===== src/hw/dl_pkg.sv =====
// constants, register map and types for the data-link controller
package dl_pkg;
  // register byte offsets
  localparam logic [3:0] CTRL_OFS   = 4'h0;
  localparam logic [3:0] TXDATA_OFS = 4'h4;
  localparam logic [3:0] STATUS_OFS = 4'h8;
  localparam logic [3:0] COUNT_OFS  = 4'hC;
  // control register fields
  localparam int         AUTO_ABORT_OFF_BIT  = 6;
  localparam int         RX_CHECK_OFF_BIT    = 5;
  localparam int         RX_DUP_DROP_BIT     = 4;
  localparam int         TX_FORCE_ABORT_BIT  = 3;
  localparam int         FORMAT_SELECT_BIT   = 0;
  localparam logic [7:0] CTRL_RESET          = 8'h00;
  // transmit data register fields
  localparam int         TXDATA_LAST_BIT     = 8;
  // timing
  localparam int         CLOCK_PERIOD_NS     = 10;
  localparam int         LINK_BIT_PERIOD_NS  = 250000;
  localparam int         LINK_BIT_CYCLES     =
    LINK_BIT_PERIOD_NS / CLOCK_PERIOD_NS;
  // line patterns
  localparam logic [7:0]  FLAG_OCTET   = 8'h7E;
  localparam logic [7:0]  ABORT_OCTET  = 8'hFE;
  localparam logic [15:0] CRC_INIT     = 16'hFFFF;
  localparam logic [15:0] CRC_GOOD     = 16'hF0B8;
  localparam logic [15:0] CRC_POLY     = 16'h8408;
  localparam int          MIN_FRAME    = 3;
  typedef enum logic [1:0] {TX_FLAG, TX_DATA, TX_ABORT, TX_BOS} txState_t;
endpackage

===== src/hw/datalink_hdlc_abort_fcs_ctrl.sv =====
// data-link transmit/receive hdlc controller with abort and fcs control
//
// Added by the designer: the Wishbone register port and the register offsets.
`timescale 1ns/100ps
module datalink_hdlc_abort_fcs_ctrl #(
  parameter int BIT_DIV = dl_pkg::LINK_BIT_CYCLES,
  parameter int DEPTH   = 64
) (
  // clock and reset
  input  logic        clock,
  input  logic        rst,
  // wishbone slave
  input  logic        wbCyc,
  input  logic        wbStb,
  input  logic        wbWe,
  input  logic [3:0]  wbAdr,
  input  logic [3:0]  wbSel,
  input  logic [31:0] wbDatI,
  output logic [31:0] wbDatO,
  output logic        wbAck,
  // data link
  input  logic        rxPin,
  output logic        txBit,
  output logic        bitTick
);
  localparam int AW    = $clog2(DEPTH);
  localparam int DIV_W = $clog2(BIT_DIV + 1);

  function automatic logic [15:0] crcByte(input logic [15:0] c,
                                          input logic [7:0]  d);
    logic [15:0] r;
    r = c;
    for (int i = 0; i < 8; i++) begin
      r = (r[0] ^ d[i]) ? ((r >> 1) ^ dl_pkg::CRC_POLY) : (r >> 1);
    end
    return r;
  endfunction

  // bit-rate divider
  logic [DIV_W-1:0] divCnt_r, divCnt_nxt;
  always_comb begin
    divCnt_nxt = divCnt_r + DIV_W'(1);
    if (divCnt_r == DIV_W'(BIT_DIV - 1)) begin
      divCnt_nxt = '0;
    end
  end
  always_ff @(posedge clock) begin
    divCnt_r <= rst ? '0 : divCnt_nxt;
  end
  assign bitTick = (divCnt_r == DIV_W'(BIT_DIV - 1));

  // bus, control register and two-entry transmit buffer
  logic [7:0]  ctrl_r, ctrl_nxt;
  logic        ack_r, ack_nxt;
  logic [31:0] datO_r, datO_nxt;
  logic [8:0]  ent0_r, ent0_nxt, ent1_r, ent1_nxt;
  logic [1:0]  fifoCnt_r, fifoCnt_nxt;
  logic        hit, txWrite, push, pop, fifoValid, fifoReady;
  logic [31:0] statusWord, countWord;

  assign fifoValid = (fifoCnt_r != 2'h0);
  assign fifoReady = (fifoCnt_r != 2'h2);
  assign hit     = wbCyc && wbStb && !ack_r;
  assign txWrite = hit && wbWe && wbAdr == dl_pkg::TXDATA_OFS && wbSel[0];
  assign push    = txWrite && fifoReady;

  always_comb begin
    logic [1:0] left;
    left        = fifoCnt_r - {1'b0, pop};
    ctrl_nxt    = ctrl_r;
    datO_nxt    = datO_r;
    ack_nxt     = hit && (!txWrite || fifoReady);
    ent0_nxt    = pop ? ent1_r : ent0_r;
    ent1_nxt    = ent1_r;
    if (push && left == 2'h0) begin
      ent0_nxt = wbDatI[8:0];
    end else if (push) begin
      ent1_nxt = wbDatI[8:0];
    end
    fifoCnt_nxt = left + {1'b0, push};
    if (ack_nxt && wbWe && wbAdr == dl_pkg::CTRL_OFS && wbSel[0]) begin
      ctrl_nxt = wbDatI[7:0];
    end
    if (ack_nxt && !wbWe) begin
      case (wbAdr)
        dl_pkg::CTRL_OFS:   datO_nxt = {24'h000000, ctrl_r};
        dl_pkg::TXDATA_OFS: datO_nxt = {30'h00000000, fifoCnt_r};
        dl_pkg::STATUS_OFS: datO_nxt = statusWord;
        dl_pkg::COUNT_OFS:  datO_nxt = countWord;
        default:            datO_nxt = 32'h00000000;
      endcase
    end
  end
  always_ff @(posedge clock) begin
    if (rst) begin
      ctrl_r    <= dl_pkg::CTRL_RESET;
      ack_r     <= 1'b0;
      datO_r    <= 32'h00000000;
      ent0_r    <= 9'h000;
      ent1_r    <= 9'h000;
      fifoCnt_r <= 2'h0;
    end else begin
      ctrl_r    <= ctrl_nxt;
      ack_r     <= ack_nxt;
      datO_r    <= datO_nxt;
      ent0_r    <= ent0_nxt;
      ent1_r    <= ent1_nxt;
      fifoCnt_r <= fifoCnt_nxt;
    end
  end
  assign wbAck  = ack_r;
  assign wbDatO = datO_r;

  logic autoOff, checkOff, dropOn, forceAbort, formatSel;
  assign autoOff    = ctrl_r[dl_pkg::AUTO_ABORT_OFF_BIT];
  assign checkOff   = ctrl_r[dl_pkg::RX_CHECK_OFF_BIT];
  assign dropOn     = ctrl_r[dl_pkg::RX_DUP_DROP_BIT];
  assign forceAbort = ctrl_r[dl_pkg::TX_FORCE_ABORT_BIT];
  assign formatSel  = ctrl_r[dl_pkg::FORMAT_SELECT_BIT];

  // transmitter
  dl_pkg::txState_t txState_r, txState_nxt;
  logic [7:0] txShift_r, txShift_nxt, nb;
  logic [2:0] txLeft_r, txLeft_nxt, txOnes_r, txOnes_nxt;
  logic       txBit_r, txBit_nxt, inFrame_r, inFrame_nxt;
  logic       close_r, close_nxt, stuffNow, boundary;

  assign stuffNow = txState_r == dl_pkg::TX_DATA && txOnes_r == 3'h5;
  assign boundary = bitTick && !forceAbort && !stuffNow && txLeft_r == 3'h0;

  always_comb begin
    txState_nxt = txState_r;
    txShift_nxt = txShift_r;
    txLeft_nxt  = txLeft_r;
    txOnes_nxt  = txOnes_r;
    txBit_nxt   = txBit_r;
    inFrame_nxt = inFrame_r;
    close_nxt   = close_r;
    pop         = 1'b0;
    nb          = dl_pkg::FLAG_OCTET;
    if (bitTick && forceAbort) begin
      txBit_nxt   = 1'b1;
      txState_nxt = dl_pkg::TX_ABORT;
      txLeft_nxt  = 3'h0;
      txOnes_nxt  = 3'h0;
      inFrame_nxt = 1'b0;
      close_nxt   = 1'b0;
    end else if (bitTick && stuffNow) begin
      txBit_nxt  = 1'b0;
      txOnes_nxt = 3'h0;
    end else if (bitTick && txLeft_r != 3'h0) begin
      txBit_nxt   = txShift_r[0];
      txShift_nxt = {1'b0, txShift_r[7:1]};
      txLeft_nxt  = txLeft_r - 3'h1;
      txOnes_nxt  = (txState_r == dl_pkg::TX_DATA && txShift_r[0]) ?
                    txOnes_r + 3'h1 : 3'h0;
    end else if (boundary) begin
      txState_nxt = dl_pkg::TX_FLAG;
      if (inFrame_r && !formatSel) begin
        inFrame_nxt = 1'b0;
        close_nxt   = 1'b0;
        if (!autoOff) begin
          nb          = dl_pkg::ABORT_OCTET;
          txState_nxt = dl_pkg::TX_ABORT;
        end
      end else if (close_r) begin
        inFrame_nxt = 1'b0;
        close_nxt   = 1'b0;
      end else if (inFrame_r && fifoValid) begin
        nb          = ent0_r[7:0];
        txState_nxt = dl_pkg::TX_DATA;
        pop         = 1'b1;
        close_nxt   = ent0_r[dl_pkg::TXDATA_LAST_BIT];
      end else if (!inFrame_r && fifoValid && formatSel) begin
        inFrame_nxt = 1'b1;
      end else if (!inFrame_r && fifoValid) begin
        nb          = ent0_r[7:0];
        txState_nxt = dl_pkg::TX_BOS;
        pop         = 1'b1;
      end
      txBit_nxt   = nb[0];
      txShift_nxt = {1'b0, nb[7:1]};
      txLeft_nxt  = 3'h7;
      txOnes_nxt  = (txState_nxt == dl_pkg::TX_DATA && nb[0]) ? 3'h1 : 3'h0;
    end
  end
  always_ff @(posedge clock) begin
    if (rst) begin
      txState_r <= dl_pkg::TX_FLAG;
      txShift_r <= 8'h00;
      txLeft_r  <= 3'h0;
      txOnes_r  <= 3'h0;
      txBit_r   <= 1'b1;
      inFrame_r <= 1'b0;
      close_r   <= 1'b0;
    end else begin
      txState_r <= txState_nxt;
      txShift_r <= txShift_nxt;
      txLeft_r  <= txLeft_nxt;
      txOnes_r  <= txOnes_nxt;
      txBit_r   <= txBit_nxt;
      inFrame_r <= inFrame_nxt;
      close_r   <= close_nxt;
    end
  end
  assign txBit = txBit_r;

  // receiver
  logic        rxMeta_r, rxSync_r;
  logic [15:0] raw_r, raw_nxt, crc_r, crc_nxt;
  logic [7:0]  acc_r, acc_nxt, frameCnt_r, frameCnt_nxt, dupCnt_r, dupCnt_nxt;
  logic [7:0]  fcsErr_r, fcsErr_nxt, pendData_r, pendData_nxt;
  logic [AW:0] idx_r, idx_nxt, storedLen_r, storedLen_nxt;
  logic [2:0]  cnt_r, cnt_nxt, ones_r, ones_nxt;
  logic        rxIn_r, rxIn_nxt, match_r, match_nxt, pend_r, pend_nxt;
  logic        over_r, over_nxt, stored_r, stored_nxt;
  logic [5:0]  bosCode_r, bosCode_nxt;
  logic        bosValid_r, bosValid_nxt, rdEn, rxEnd, bosHit, lenOk, isDup;
  logic [7:0]  memRd;

  assign raw_nxt = bitTick ? {rxSync_r, raw_r[15:1]} : raw_r;
  // an all-ones code is only a flag after idle marks, never a code
  assign bosHit  = bitTick && raw_nxt[7:0] == 8'hFF && !raw_nxt[8] &&
                   !raw_nxt[15] && raw_nxt[14:9] != 6'h3F;
  assign rxEnd   = bitTick && raw_nxt[15:8] == dl_pkg::FLAG_OCTET && rxIn_r;
  assign lenOk   = idx_r >= (AW+1)'(dl_pkg::MIN_FRAME) && !over_r;
  assign isDup   = dropOn && stored_r && match_r && idx_r == storedLen_r;

  always_comb begin
    logic [7:0] accB;
    accB         = {rxSync_r, acc_r[7:1]};
    acc_nxt      = acc_r;
    crc_nxt      = crc_r;
    idx_nxt      = idx_r;
    cnt_nxt      = cnt_r;
    ones_nxt     = ones_r;
    rxIn_nxt     = rxIn_r;
    match_nxt    = match_r;
    over_nxt     = over_r;
    pend_nxt     = 1'b0;
    pendData_nxt = pendData_r;
    rdEn         = 1'b0;
    stored_nxt   = stored_r;
    storedLen_nxt = storedLen_r;
    frameCnt_nxt = frameCnt_r;
    dupCnt_nxt   = dupCnt_r;
    fcsErr_nxt   = fcsErr_r;
    bosCode_nxt  = bosCode_r;
    bosValid_nxt = bosValid_r;
    if (pend_r && memRd != pendData_r) begin
      match_nxt = 1'b0;
    end
    if (bosHit && dropOn && bosValid_r && raw_nxt[14:9] == bosCode_r) begin
      dupCnt_nxt = dupCnt_r + 8'h01;
    end else if (bosHit) begin
      bosCode_nxt  = raw_nxt[14:9];
      bosValid_nxt = 1'b1;
    end
    if (rxEnd && lenOk && (checkOff || crc_r == dl_pkg::CRC_GOOD)) begin
      if (isDup) begin
        dupCnt_nxt = dupCnt_r + 8'h01;
      end else begin
        stored_nxt    = 1'b1;
        storedLen_nxt = idx_r;
        frameCnt_nxt  = frameCnt_r + 8'h01;
      end
    end else if (rxEnd && lenOk) begin
      fcsErr_nxt = fcsErr_r + 8'h01;
      stored_nxt = 1'b0;
    end else if (rxEnd && idx_r != '0) begin
      stored_nxt = 1'b0;
    end
    if (bitTick && raw_nxt[15:8] == dl_pkg::FLAG_OCTET) begin
      rxIn_nxt  = 1'b1;
      idx_nxt   = '0;
      cnt_nxt   = 3'h0;
      ones_nxt  = 3'h0;
      crc_nxt   = dl_pkg::CRC_INIT;
      match_nxt = 1'b1;
      over_nxt  = 1'b0;
    end else if (bitTick && raw_nxt[15:9] == 7'h7F) begin
      rxIn_nxt = 1'b0;
      if (rxIn_r && idx_r != '0) begin
        stored_nxt = 1'b0;
      end
    end else if (bitTick && rxIn_r && ones_r == 3'h5 && !rxSync_r) begin
      ones_nxt = 3'h0;
    end else if (bitTick && rxIn_r) begin
      ones_nxt = rxSync_r ? ones_r + 3'h1 : 3'h0;
      acc_nxt  = accB;
      cnt_nxt  = cnt_r + 3'h1;
      if (cnt_r == 3'h7) begin
        crc_nxt = crcByte(crc_r, accB);
        idx_nxt = idx_r + (AW+1)'(1);
        if (idx_r < (AW+1)'(DEPTH)) begin
          rdEn         = 1'b1;
          pend_nxt     = 1'b1;
          pendData_nxt = accB;
        end else begin
          over_nxt = 1'b1;
        end
      end
    end
  end
  always_ff @(posedge clock) begin
    rxMeta_r <= rst ? 1'b1 : rxPin;
    rxSync_r <= rst ? 1'b1 : rxMeta_r;
    if (rst) begin
      raw_r <= 16'h0000;  crc_r <= dl_pkg::CRC_INIT;  acc_r <= 8'h00;
      idx_r <= '0;  cnt_r <= 3'h0;  ones_r <= 3'h0;  rxIn_r <= 1'b0;
      match_r <= 1'b0;  pend_r <= 1'b0;  pendData_r <= 8'h00;
      over_r <= 1'b0;  stored_r <= 1'b0;  storedLen_r <= '0;
      frameCnt_r <= 8'h00;  dupCnt_r <= 8'h00;  fcsErr_r <= 8'h00;
      bosCode_r <= 6'h00;  bosValid_r <= 1'b0;
    end else begin
      raw_r <= raw_nxt;  crc_r <= crc_nxt;  acc_r <= acc_nxt;
      idx_r <= idx_nxt;  cnt_r <= cnt_nxt;  ones_r <= ones_nxt;
      rxIn_r <= rxIn_nxt;  match_r <= match_nxt;  pend_r <= pend_nxt;
      pendData_r <= pendData_nxt;  over_r <= over_nxt;
      stored_r <= stored_nxt;  storedLen_r <= storedLen_nxt;
      frameCnt_r <= frameCnt_nxt;  dupCnt_r <= dupCnt_nxt;
      fcsErr_r <= fcsErr_nxt;  bosCode_r <= bosCode_nxt;
      bosValid_r <= bosValid_nxt;
    end
  end

  // the store is written with every received frame, not only accepted ones, and is read for duplicate compare
  dl_frame_mem #(.WIDTH(8), .DEPTH(DEPTH)) frameStore (
    .clock  (clock),
    .wrEn   (pend_r),
    .wrAddr (AW'(idx_r - (AW+1)'(1))),
    .wrData (pendData_r),
    .rdEn   (rdEn),
    .rdAddr (idx_r[AW-1:0]),
    .rdData (memRd)
  );

  assign statusWord = {9'h000, bosValid_r, bosCode_r, 8'(storedLen_r),
                       5'h00, stored_r, txState_r};
  assign countWord  = {8'h00, fcsErr_r, dupCnt_r, frameCnt_r};
endmodule


===== src/hw/dl_frame_mem.sv =====
// receive frame store with registered read data
`timescale 1ns/100ps
module dl_frame_mem #(
  parameter int WIDTH = 8,
  parameter int DEPTH = 64
) (
  // clock
  input  logic                     clock,
  // write port
  input  logic                     wrEn,
  input  logic [$clog2(DEPTH)-1:0] wrAddr,
  input  logic [WIDTH-1:0]         wrData,
  // read port
  input  logic                     rdEn,
  input  logic [$clog2(DEPTH)-1:0] rdAddr,
  output logic [WIDTH-1:0]         rdData
);
  logic [WIDTH-1:0] mem [DEPTH];

  always_ff @(posedge clock) begin
    if (wrEn) begin
      mem[wrAddr] <= wrData;
    end
    if (rdEn) begin
      rdData <= mem[rdAddr];
    end
  end
endmodule


===== config.mk =====
export PLATFORM = sky130hd
export DESIGN_NAME = datalink_hdlc_abort_fcs_ctrl
export DESIGN_NICKNAME = d
export VERILOG_FILES = /design/src/hw/dl_pkg.sv /design/src/hw/datalink_hdlc_abort_fcs_ctrl.sv /design/src/hw/dl_frame_mem.sv
export SDC_FILE = /design/constraint.sdc
export NUM_CORES = 1
export LEC_CHECK = 0
export BUFFER_PORTS_ARGS = -buffer_cell sky130_fd_sc_hd__buf_4
export CAP_MARGIN = 15
export CORE_ASPECT_RATIO = 0.7
export CORE_MARGIN = 10
export CORE_UTILIZATION = 60
export CTS_CLUSTER_DIAMETER = 40
export DETAILED_ROUTE_END_ITERATION = 10
export PLACE_DENSITY = 0.87
export SLEW_MARGIN = 30
export SYNTH_ARGS = -nofsm -noshare
export SYNTH_HDL_FRONTEND = slang
export SYNTH_SLANG_ARGS = --single-unit

===== constraint.sdc =====
create_clock -name clock -period 4.6 [get_ports clock]
set_input_delay 0.46 -clock clock [delete_from_list [all_inputs] [get_ports clock]]
set_output_delay 0.46 -clock clock [all_outputs]
set_load 0.01 [all_outputs]

==> results by group, run 1 <==
Route
  – Vias/cell: roughly 6.4
  – Initial DRC Count: 2147
  – DRC Markers: 0
  – WL/cell: about 25 um
  – Total Wirelength: 65600 um
  – Antenna Nets Post-Route: 0
  – Via Count: 17100
  – Drt pass-1 iters: 7

Placed design
  – IO Port Bufs: 46
  – GPL Wtd Cong: around 0.87
  – Inst Count DP: 2546
  – Post-detail-place hpwl: roughly 40000 um

Clock tree
  – Post CTS Setup Buffer Count: 0
  – CTS tree: done
  – Post_cts resized: 0
  – Max clock buf depth: 3
  – Hold-fix buffers at CTS: 0
  – Clock Sink Count: 710
  – TritonCTS buffer count: 71
  – Clock Latency Late Sink: 0.61 ns
  – Clock transition at path regs: 0.06 ns
  – CTS H-tree depth: 3
  – CTS Root Cell: clkbuf_16

Floorplanning
  – Die H: between 200 and 250 um
  – Number of I/O pins: 81
  – Initial Utilization: around three fifths
  – Die Wd: 283 um
  – Rows: 67
  – Die area: 57600 um^2
  – Core Region: 47800 um^2

STA
  – Unrepaired setup endpoints after global routing: false
  – Period utilisation layout: between 70% and 80%
  – Minimum clock period after layout: 3.43 ns
  – Fmax: 292 MHz
  – Slew @ Worst Pin: a little under 1 ns
  – Setup Viol. Count Final: 0
  – Slew margin rel.: 35.1%
  – Fin Setup TNS: 0 ns
  – Worst Skew: 0.0301 ns
  – Slew Limit Fails: 0
  – Hold Fails Final Rpt: 0

Critical path
  – Critical Path Start Type: flop
  – Critical path class: flop to flop
  – Data required, critical path: 4.82 ns
  – CP Cell Sequence: inv_1, ha_1, mux2_2, o21ai_0, a21oi_1, a31oi_1, or2_2, nor2_1
  – Crit path DAT: 3.65 ns
  – Buffers & Inverters on Critical Path: 1
  – Worst-path fanout max: 25
  – Delay-heaviest family, CP: simple AND/OR/NAND/NOR gates
  – Slowest stage delay, CP: 0.73 ns
  – Max stage delay cell, worst path: nor2_1
  – CP endpoint kind: flop

Synthesis
  – Primary FF master, synth: edfxtp_1
  – Register area share after synthesis: about two thirds
  – Synthesized area: 29000 um^2
  – Synth Area per Inst: 15.2 um^2
  – Post-synth cell types: 70
  – Synth async-reset ratio: 0%
  – Cells after Synth: about 1900
  – EDFF count, synth: 520
  – Synth Warn #: 0
  – Synth Register Bits: 710

Layout
  – Layout Cells excl Fill: around 2700
  – Most frequent cells in the layout: edfxtp_1 (520), nor2_1 (239), dfxtp_1 (179)
  – Nets: a little over 2000
  – Commonest non-fill, non-tap cell in the layout: edfxtp_1
  – Fraction of layout cells with a size suffix above 1: 20.6%
  – Layout Area Growth over Synthesis: 12.3%
  – # diodes: 0

GRT
  – Antenna violations before repair: 0
  – Largest net degree at the start of global routing: 91
  – Gr usage total: 22.9%
  – Vias in the first global route: 17300
  – Global-route wire length before repair: between 100000 and 150000 um
  – Grt total ovfl: 0

Power
  – Pwr per Cell Area: around 390 nW/um^2
  – Peak supply drop: 0.000498 V
  – Leakage power: between 10 and 15 nW

Min path
  – Worst min-delay path class: input port to flop

Outcome
  – Outcome: finished, final reports clean

Job
  – Max cap viols: 0
## report_power, final
part | switching, mW | internal, mW
Sequential | 0.0100 | 6.79
Combinational | 0.0719 | 0.0406
Clock | 2.47 | 3.24
## cells in the mapped netlist (all sizes together), types with 3 or more instances
cell type | instances | area, um^2
o2111ai | 3 | 26.3
a211oi | 26 | 195
mux2 | 14 | 158
a22oi | 20 | 150
and3 | 6 | 37.5
nor2 | 240 | 901
xnor2 | 45 | 394
o211ai | 14 | 105
clkbuf | 67 | 251
or3 | 15 | 98.8
a21oi | 88 | 440
nor2b | 13 | 81.3
nor3b | 5 | 47.5
xor2 | 34 | 298
dfxtp | 190 | 3800
o22ai | 8 | 50.1
a221oi | 4 | 35.0
mux4 | 144 | 3240
and4b | 3 | 30.0
nand4 | 25 | 163
nand3b | 5 | 37.5
ha | 17 | 213
buf | 50 | 292
nor3 | 14 | 81.3
edfxtp | 520 | 15600
or2 | 4 | 25.0
nor4 | 6 | 80.1
inv | 24 | 90.1
o221ai | 9 | 78.8
nand2b | 14 | 87.6
nand3 | 29 | 160
mux2i | 82 | 821
nor4b | 3 | 32.5
o21ai | 40 | 200
a31oi | 4 | 25.0
and2 | 5 | 31.3
nand2 | 95 | 359
## layout make-up
cell class / instances / area (um^2)
inverters: 24 / 90.1
flip-flops and latches: 710 / 19400
repair buffers: 127 / 966
clock buffers: 92 / 1930
fillers: 2923 / 15300
clock inverters: 37 / 369
multi-input cells: 1064 / 8950
well taps: 621 / 777
## final timing paths
check,to,slack (ns),cells past startpoint,startpoint
setup / recovery,frameStore.mem[21][7]$_DFFE_PP_,1.17,8,idx_r[0]$_SDFFE_PP0P_
hold / removal,rxMeta_r$_SDFF_PP1_,0.05,2,rxPin
setup reg to reg,frameStore.mem[21][7]$_DFFE_PP_,1.17,8,idx_r[0]$_SDFFE_PP0P_
hold reg to reg,rxSync_r$_SDFF_PP1_,0.45,1,rxMeta_r$_SDFF_PP1_
## metal layers
layer	share of wire [%]	track usage, %	up-vias
met4	2.3	6.50	0
met1	40	32.3	8475
met2	48	35.7	975
met3	11	5.14	139
li1	-	-	7469
met5	0	0	-
## sequential cells by signal, summed over array words and instances (netlist names), 8 cells and up
signal and cells:
ent1_r 9, raw_r 15, wbDatO 24, ent0_r 9, frameStore.mem 512, ctrl_r 8, frameCnt_r 8, fcsErr_r 8
crc_r 16, frameStore.rdData 8, divCnt_r 15, dupCnt_r 8, pendData_r 8
## cells by family after synthesis
group,synth area share [%]
adders and majority gates,0.735
other,0.0130
buffers and inverters,2.19
xor gates and xnor gates,2.39
DFF,67.1
AOI/OAI and AO/OA,5.04
and+or+nand+nor,7.98
muxes,14.6
## per-stage QoR
step                hold slack (ns)  cell area (um^2)  setup slack [ns]  power (mW)  utilization, %
floorplan                     0.389             29000              1.29        7.00               -
global placement              0.404             30200              1.33        7.04            63.2
detailed placement            0.402             30200              1.27        7.04            63.3
CTS                          0.0322             32500              1.17        12.7            68.1
global route                 0.0471             32500             0.925        12.9            68.1
finish                       0.0523             32500              1.17        12.6            68.1
No activity file was read; power rests on OpenSTA's default activity.
==> inputs of run 2 (changes only) <==
clock period = 3.2 ns   (was 4.6 ns; I/O delays follow)
==> run 2 against run 1 <==
Total power is 43% higher. Count of clock-buffer cells in the layout is 7 lower. Critical path depth stayed put. Clock power is 42% higher. Worst setup slack worse by 1.1 ns. Final area is 0.33% higher. Critical endpoint is now frameStore.mem[49][5]$_DFFE_PP_. Worst hold slack better by 0.032 ns.
==> results by group, run 2 (synthesis gave the netlist of run 1 again) <==
Outcome
  – Outcome: finished, final reports clean

Route
  – DRC Markers: 0
  – Initial DRC Count: 2240
  – Drt pass-1 iters: 7
  – Total Wirelength: 65700 um
  – WL/cell: 24.5 um
  – Via Count: 17200
  – Antenna Nets Post-Route: 0
  – Vias/cell: 6.41

Placed design
  – Dpl cell area: ~30000 um^2
  – IO Port Bufs: 46
  – Inst Count DP: ~2500
  – Post-detail-place hpwl: slightly above 40000 um
  – GPL Wtd Cong: roughly 0.9

Power
  – Peak supply drop: 0.000452 V
  – Logic pwr share: 1.0%
  – Sequential Power Share: between 50% and 60%
  – Switching power: 3.57 mW
  – Power share of the clock group: 44.8%
  – Sw Ratio: 19.8%
  – Cell-internal power: 14.4 mW
  – Power Total: around 18 mW
  – Pwr per Cell Area: 552 nW/um^2
  – Leakage power: ~11 nW

Critical path
  – Crit path DAT: 3.31 ns
  – CP endpoint kind: flop
  – Flop2flop setup slack: 0.11 ns
  – R2R cell count: 8
  – RR Endpoint: frameStore.mem[49][5]$_DFFE_PP_
  – Reg2reg start: idx_r[0]$_SDFFE_PP0P_
  – Worst-path fanout max: 12
  – Critical path class: flop to flop
  – Critical Path Start Type: flop
  – Data required, critical path: 3.43 ns

Layout
  – Fraction of layout cells with a size suffix above 1: 21.5%
  – Layout Cells excl Fill: 2677
  – Layout Area Growth over Synthesis: 12.7%
  – Max reg flops: 512
  – # diodes: 0
  – Nets: a little over 2000
  – Largest Register: frameStore.mem
  – Filler Cells Inserted: approximately 3000
  – Final Cell Area: about 33000 um^2
  – Most frequent cells in the layout: edfxtp_1 (520), nor2_1 (221), dfxtp_1 (179)
  – Commonest non-fill, non-tap cell in the layout: edfxtp_1

Floorplanning
  – Die area: around 58000 um^2
  – Die H: 204 um
  – Die Wd: 283 um
  – Rows: 67
  – Number of I/O pins: just over 80
  – Initial Utilization: 60.6%
  – Core Region: about 48000 um^2

Clock tree
  – CTS H-tree depth: 3
  – Clock Latency Late Sink: 0.61 ns
  – Clock Sink Count: 710
  – Clock transition at path regs: 0.06 ns
  – Max clock buf depth: 3
  – CTS tree: done
  – CTS Root Cell: clkbuf_16
  – TritonCTS buffer count: 69

GRT
  – Vias in the first global route: 17100
  – Antenna violations before repair: 1
  – Largest net degree at the start of global routing: 81
  – Gr usage total: a little under a quarter
  – Global-route wire length before repair: approximately 100000 um
  – Grt total ovfl: 0

Min path
  – Worst min-delay path class: input port to flop
  – Hold path startpoint: wbWe
  – Hold depth: 3
  – Min-Delay Endpoint: wbDatO[23]$_SDFFE_PP0P_

STA
  – Setup Viol. Count Final: 0
  – Unrepaired setup endpoints after global routing: true
  – Worst Skew: 0.0228 ns
  – Slew @ Worst Pin: 0.968 ns
  – Slew Limit Fails: 0
  – Period utilisation layout: 96.4%
  – Fmax: between 300 and 400 MHz
  – Hold Fails Final Rpt: 0
  – Slew margin rel.: 34.8%
  – Minimum clock period after layout: 3.09 ns

Job
  – Max cap viols: 0
==> run 2: cell count changes in the layout (fill, tap and decap cells not counted), sizes merged <==
cell and delta:
clkinv +5, clkbuf -7, clkinvlp -3, dlygate4sd3 +10
buf -4, bufinv +1
==> run 2: repair_timing <==
item	CTS	global route
setup endpoints to repair	0	21
resized for setup	0	2
endpoints found under the hold margin	25	0
setup buffers	0	0
hold buffers	10	0
==> run 2: final cells by class <==
cell class              count  area (um^2)  area share [%]
flip-flops and latches    710        19400            59.6
multi-input cells        1064         9000            27.6
clock buffers              85         1870            5.73
repair buffers            133         1070            3.29
well taps                 621          777            2.38
clock inverters            40          380            1.17
inverters                  24         90.1           0.276
==> run 2: how the worst max path moves through the flow <==
stage                                      from                              end  slack, ns  depth (start not counted)
after global placement    idx_r[0]$_SDFFE_PP0P_  frameStore.mem[22][3]$_DFFE_PP_       0.40                          8
after floorplan           idx_r[0]$_SDFFE_PP0P_  frameStore.mem[16][0]$_DFFE_PP_      -0.11                         13
final                     idx_r[0]$_SDFFE_PP0P_  frameStore.mem[49][5]$_DFFE_PP_       0.11                          8
after CTS                 idx_r[0]$_SDFFE_PP0P_  frameStore.mem[54][6]$_DFFE_PP_       0.16                          8
after detailed placement  idx_r[0]$_SDFFE_PP0P_  frameStore.mem[54][6]$_DFFE_PP_       0.21                          8
after global routing      idx_r[0]$_SDFFE_PP0P_  frameStore.mem[48][7]$_DFFE_PP_      -0.03                          8
==> run 2: through the flow <==
step           util, %  hold slack [ns]  worst slack, ns  setup TNS [ns]
2_1_floorplan        -            0.389           -0.113          -14.10
3_3_place_gp      63.4            0.400            0.403               0
3_5_place_dp      63.4            0.399            0.213               0
4_1_cts           68.3           0.0662            0.163               0
5_1_grt           68.3           0.0895          -0.0259          -0.429
6_report          68.3           0.0838            0.115               0
==> run 2: power by group through the flow <==
stage / combinational (mW) / sequential [mW] / clock, mW
6_report: 0.172 / 9.77 / 8.08
3_5_place_dp: 0.159 / 9.97 / 0
2_1_floorplan: 0.0903 / 9.97 / 0
4_1_cts: 0.171 / 9.77 / 8.17
5_1_grt: 0.186 / 9.76 / 8.55
3_3_place_gp: 0.154 / 9.97 / 0
==> run 2: layer usage <==
metal  track usage [%]  vias up  wire (um)
met5                 0        -         13
met4              7.05        2       1930
met3              6.55      153       7120
met2              35.9      879      31300
met1              31.8     8641      25300
li1                  -     7479          -
==> run 2: worst max-delay path, stage by stage, from the launching register on <==
cell and delay (ns):
dfxtp_4 0.37, inv_1 0.13, ha_1 0.44, mux2_2 0.24, o21ai_0 0.09, a21oi_1 0.16, a31oi_1 0.13, nand2b_1 0.42
nor2_1 0.75
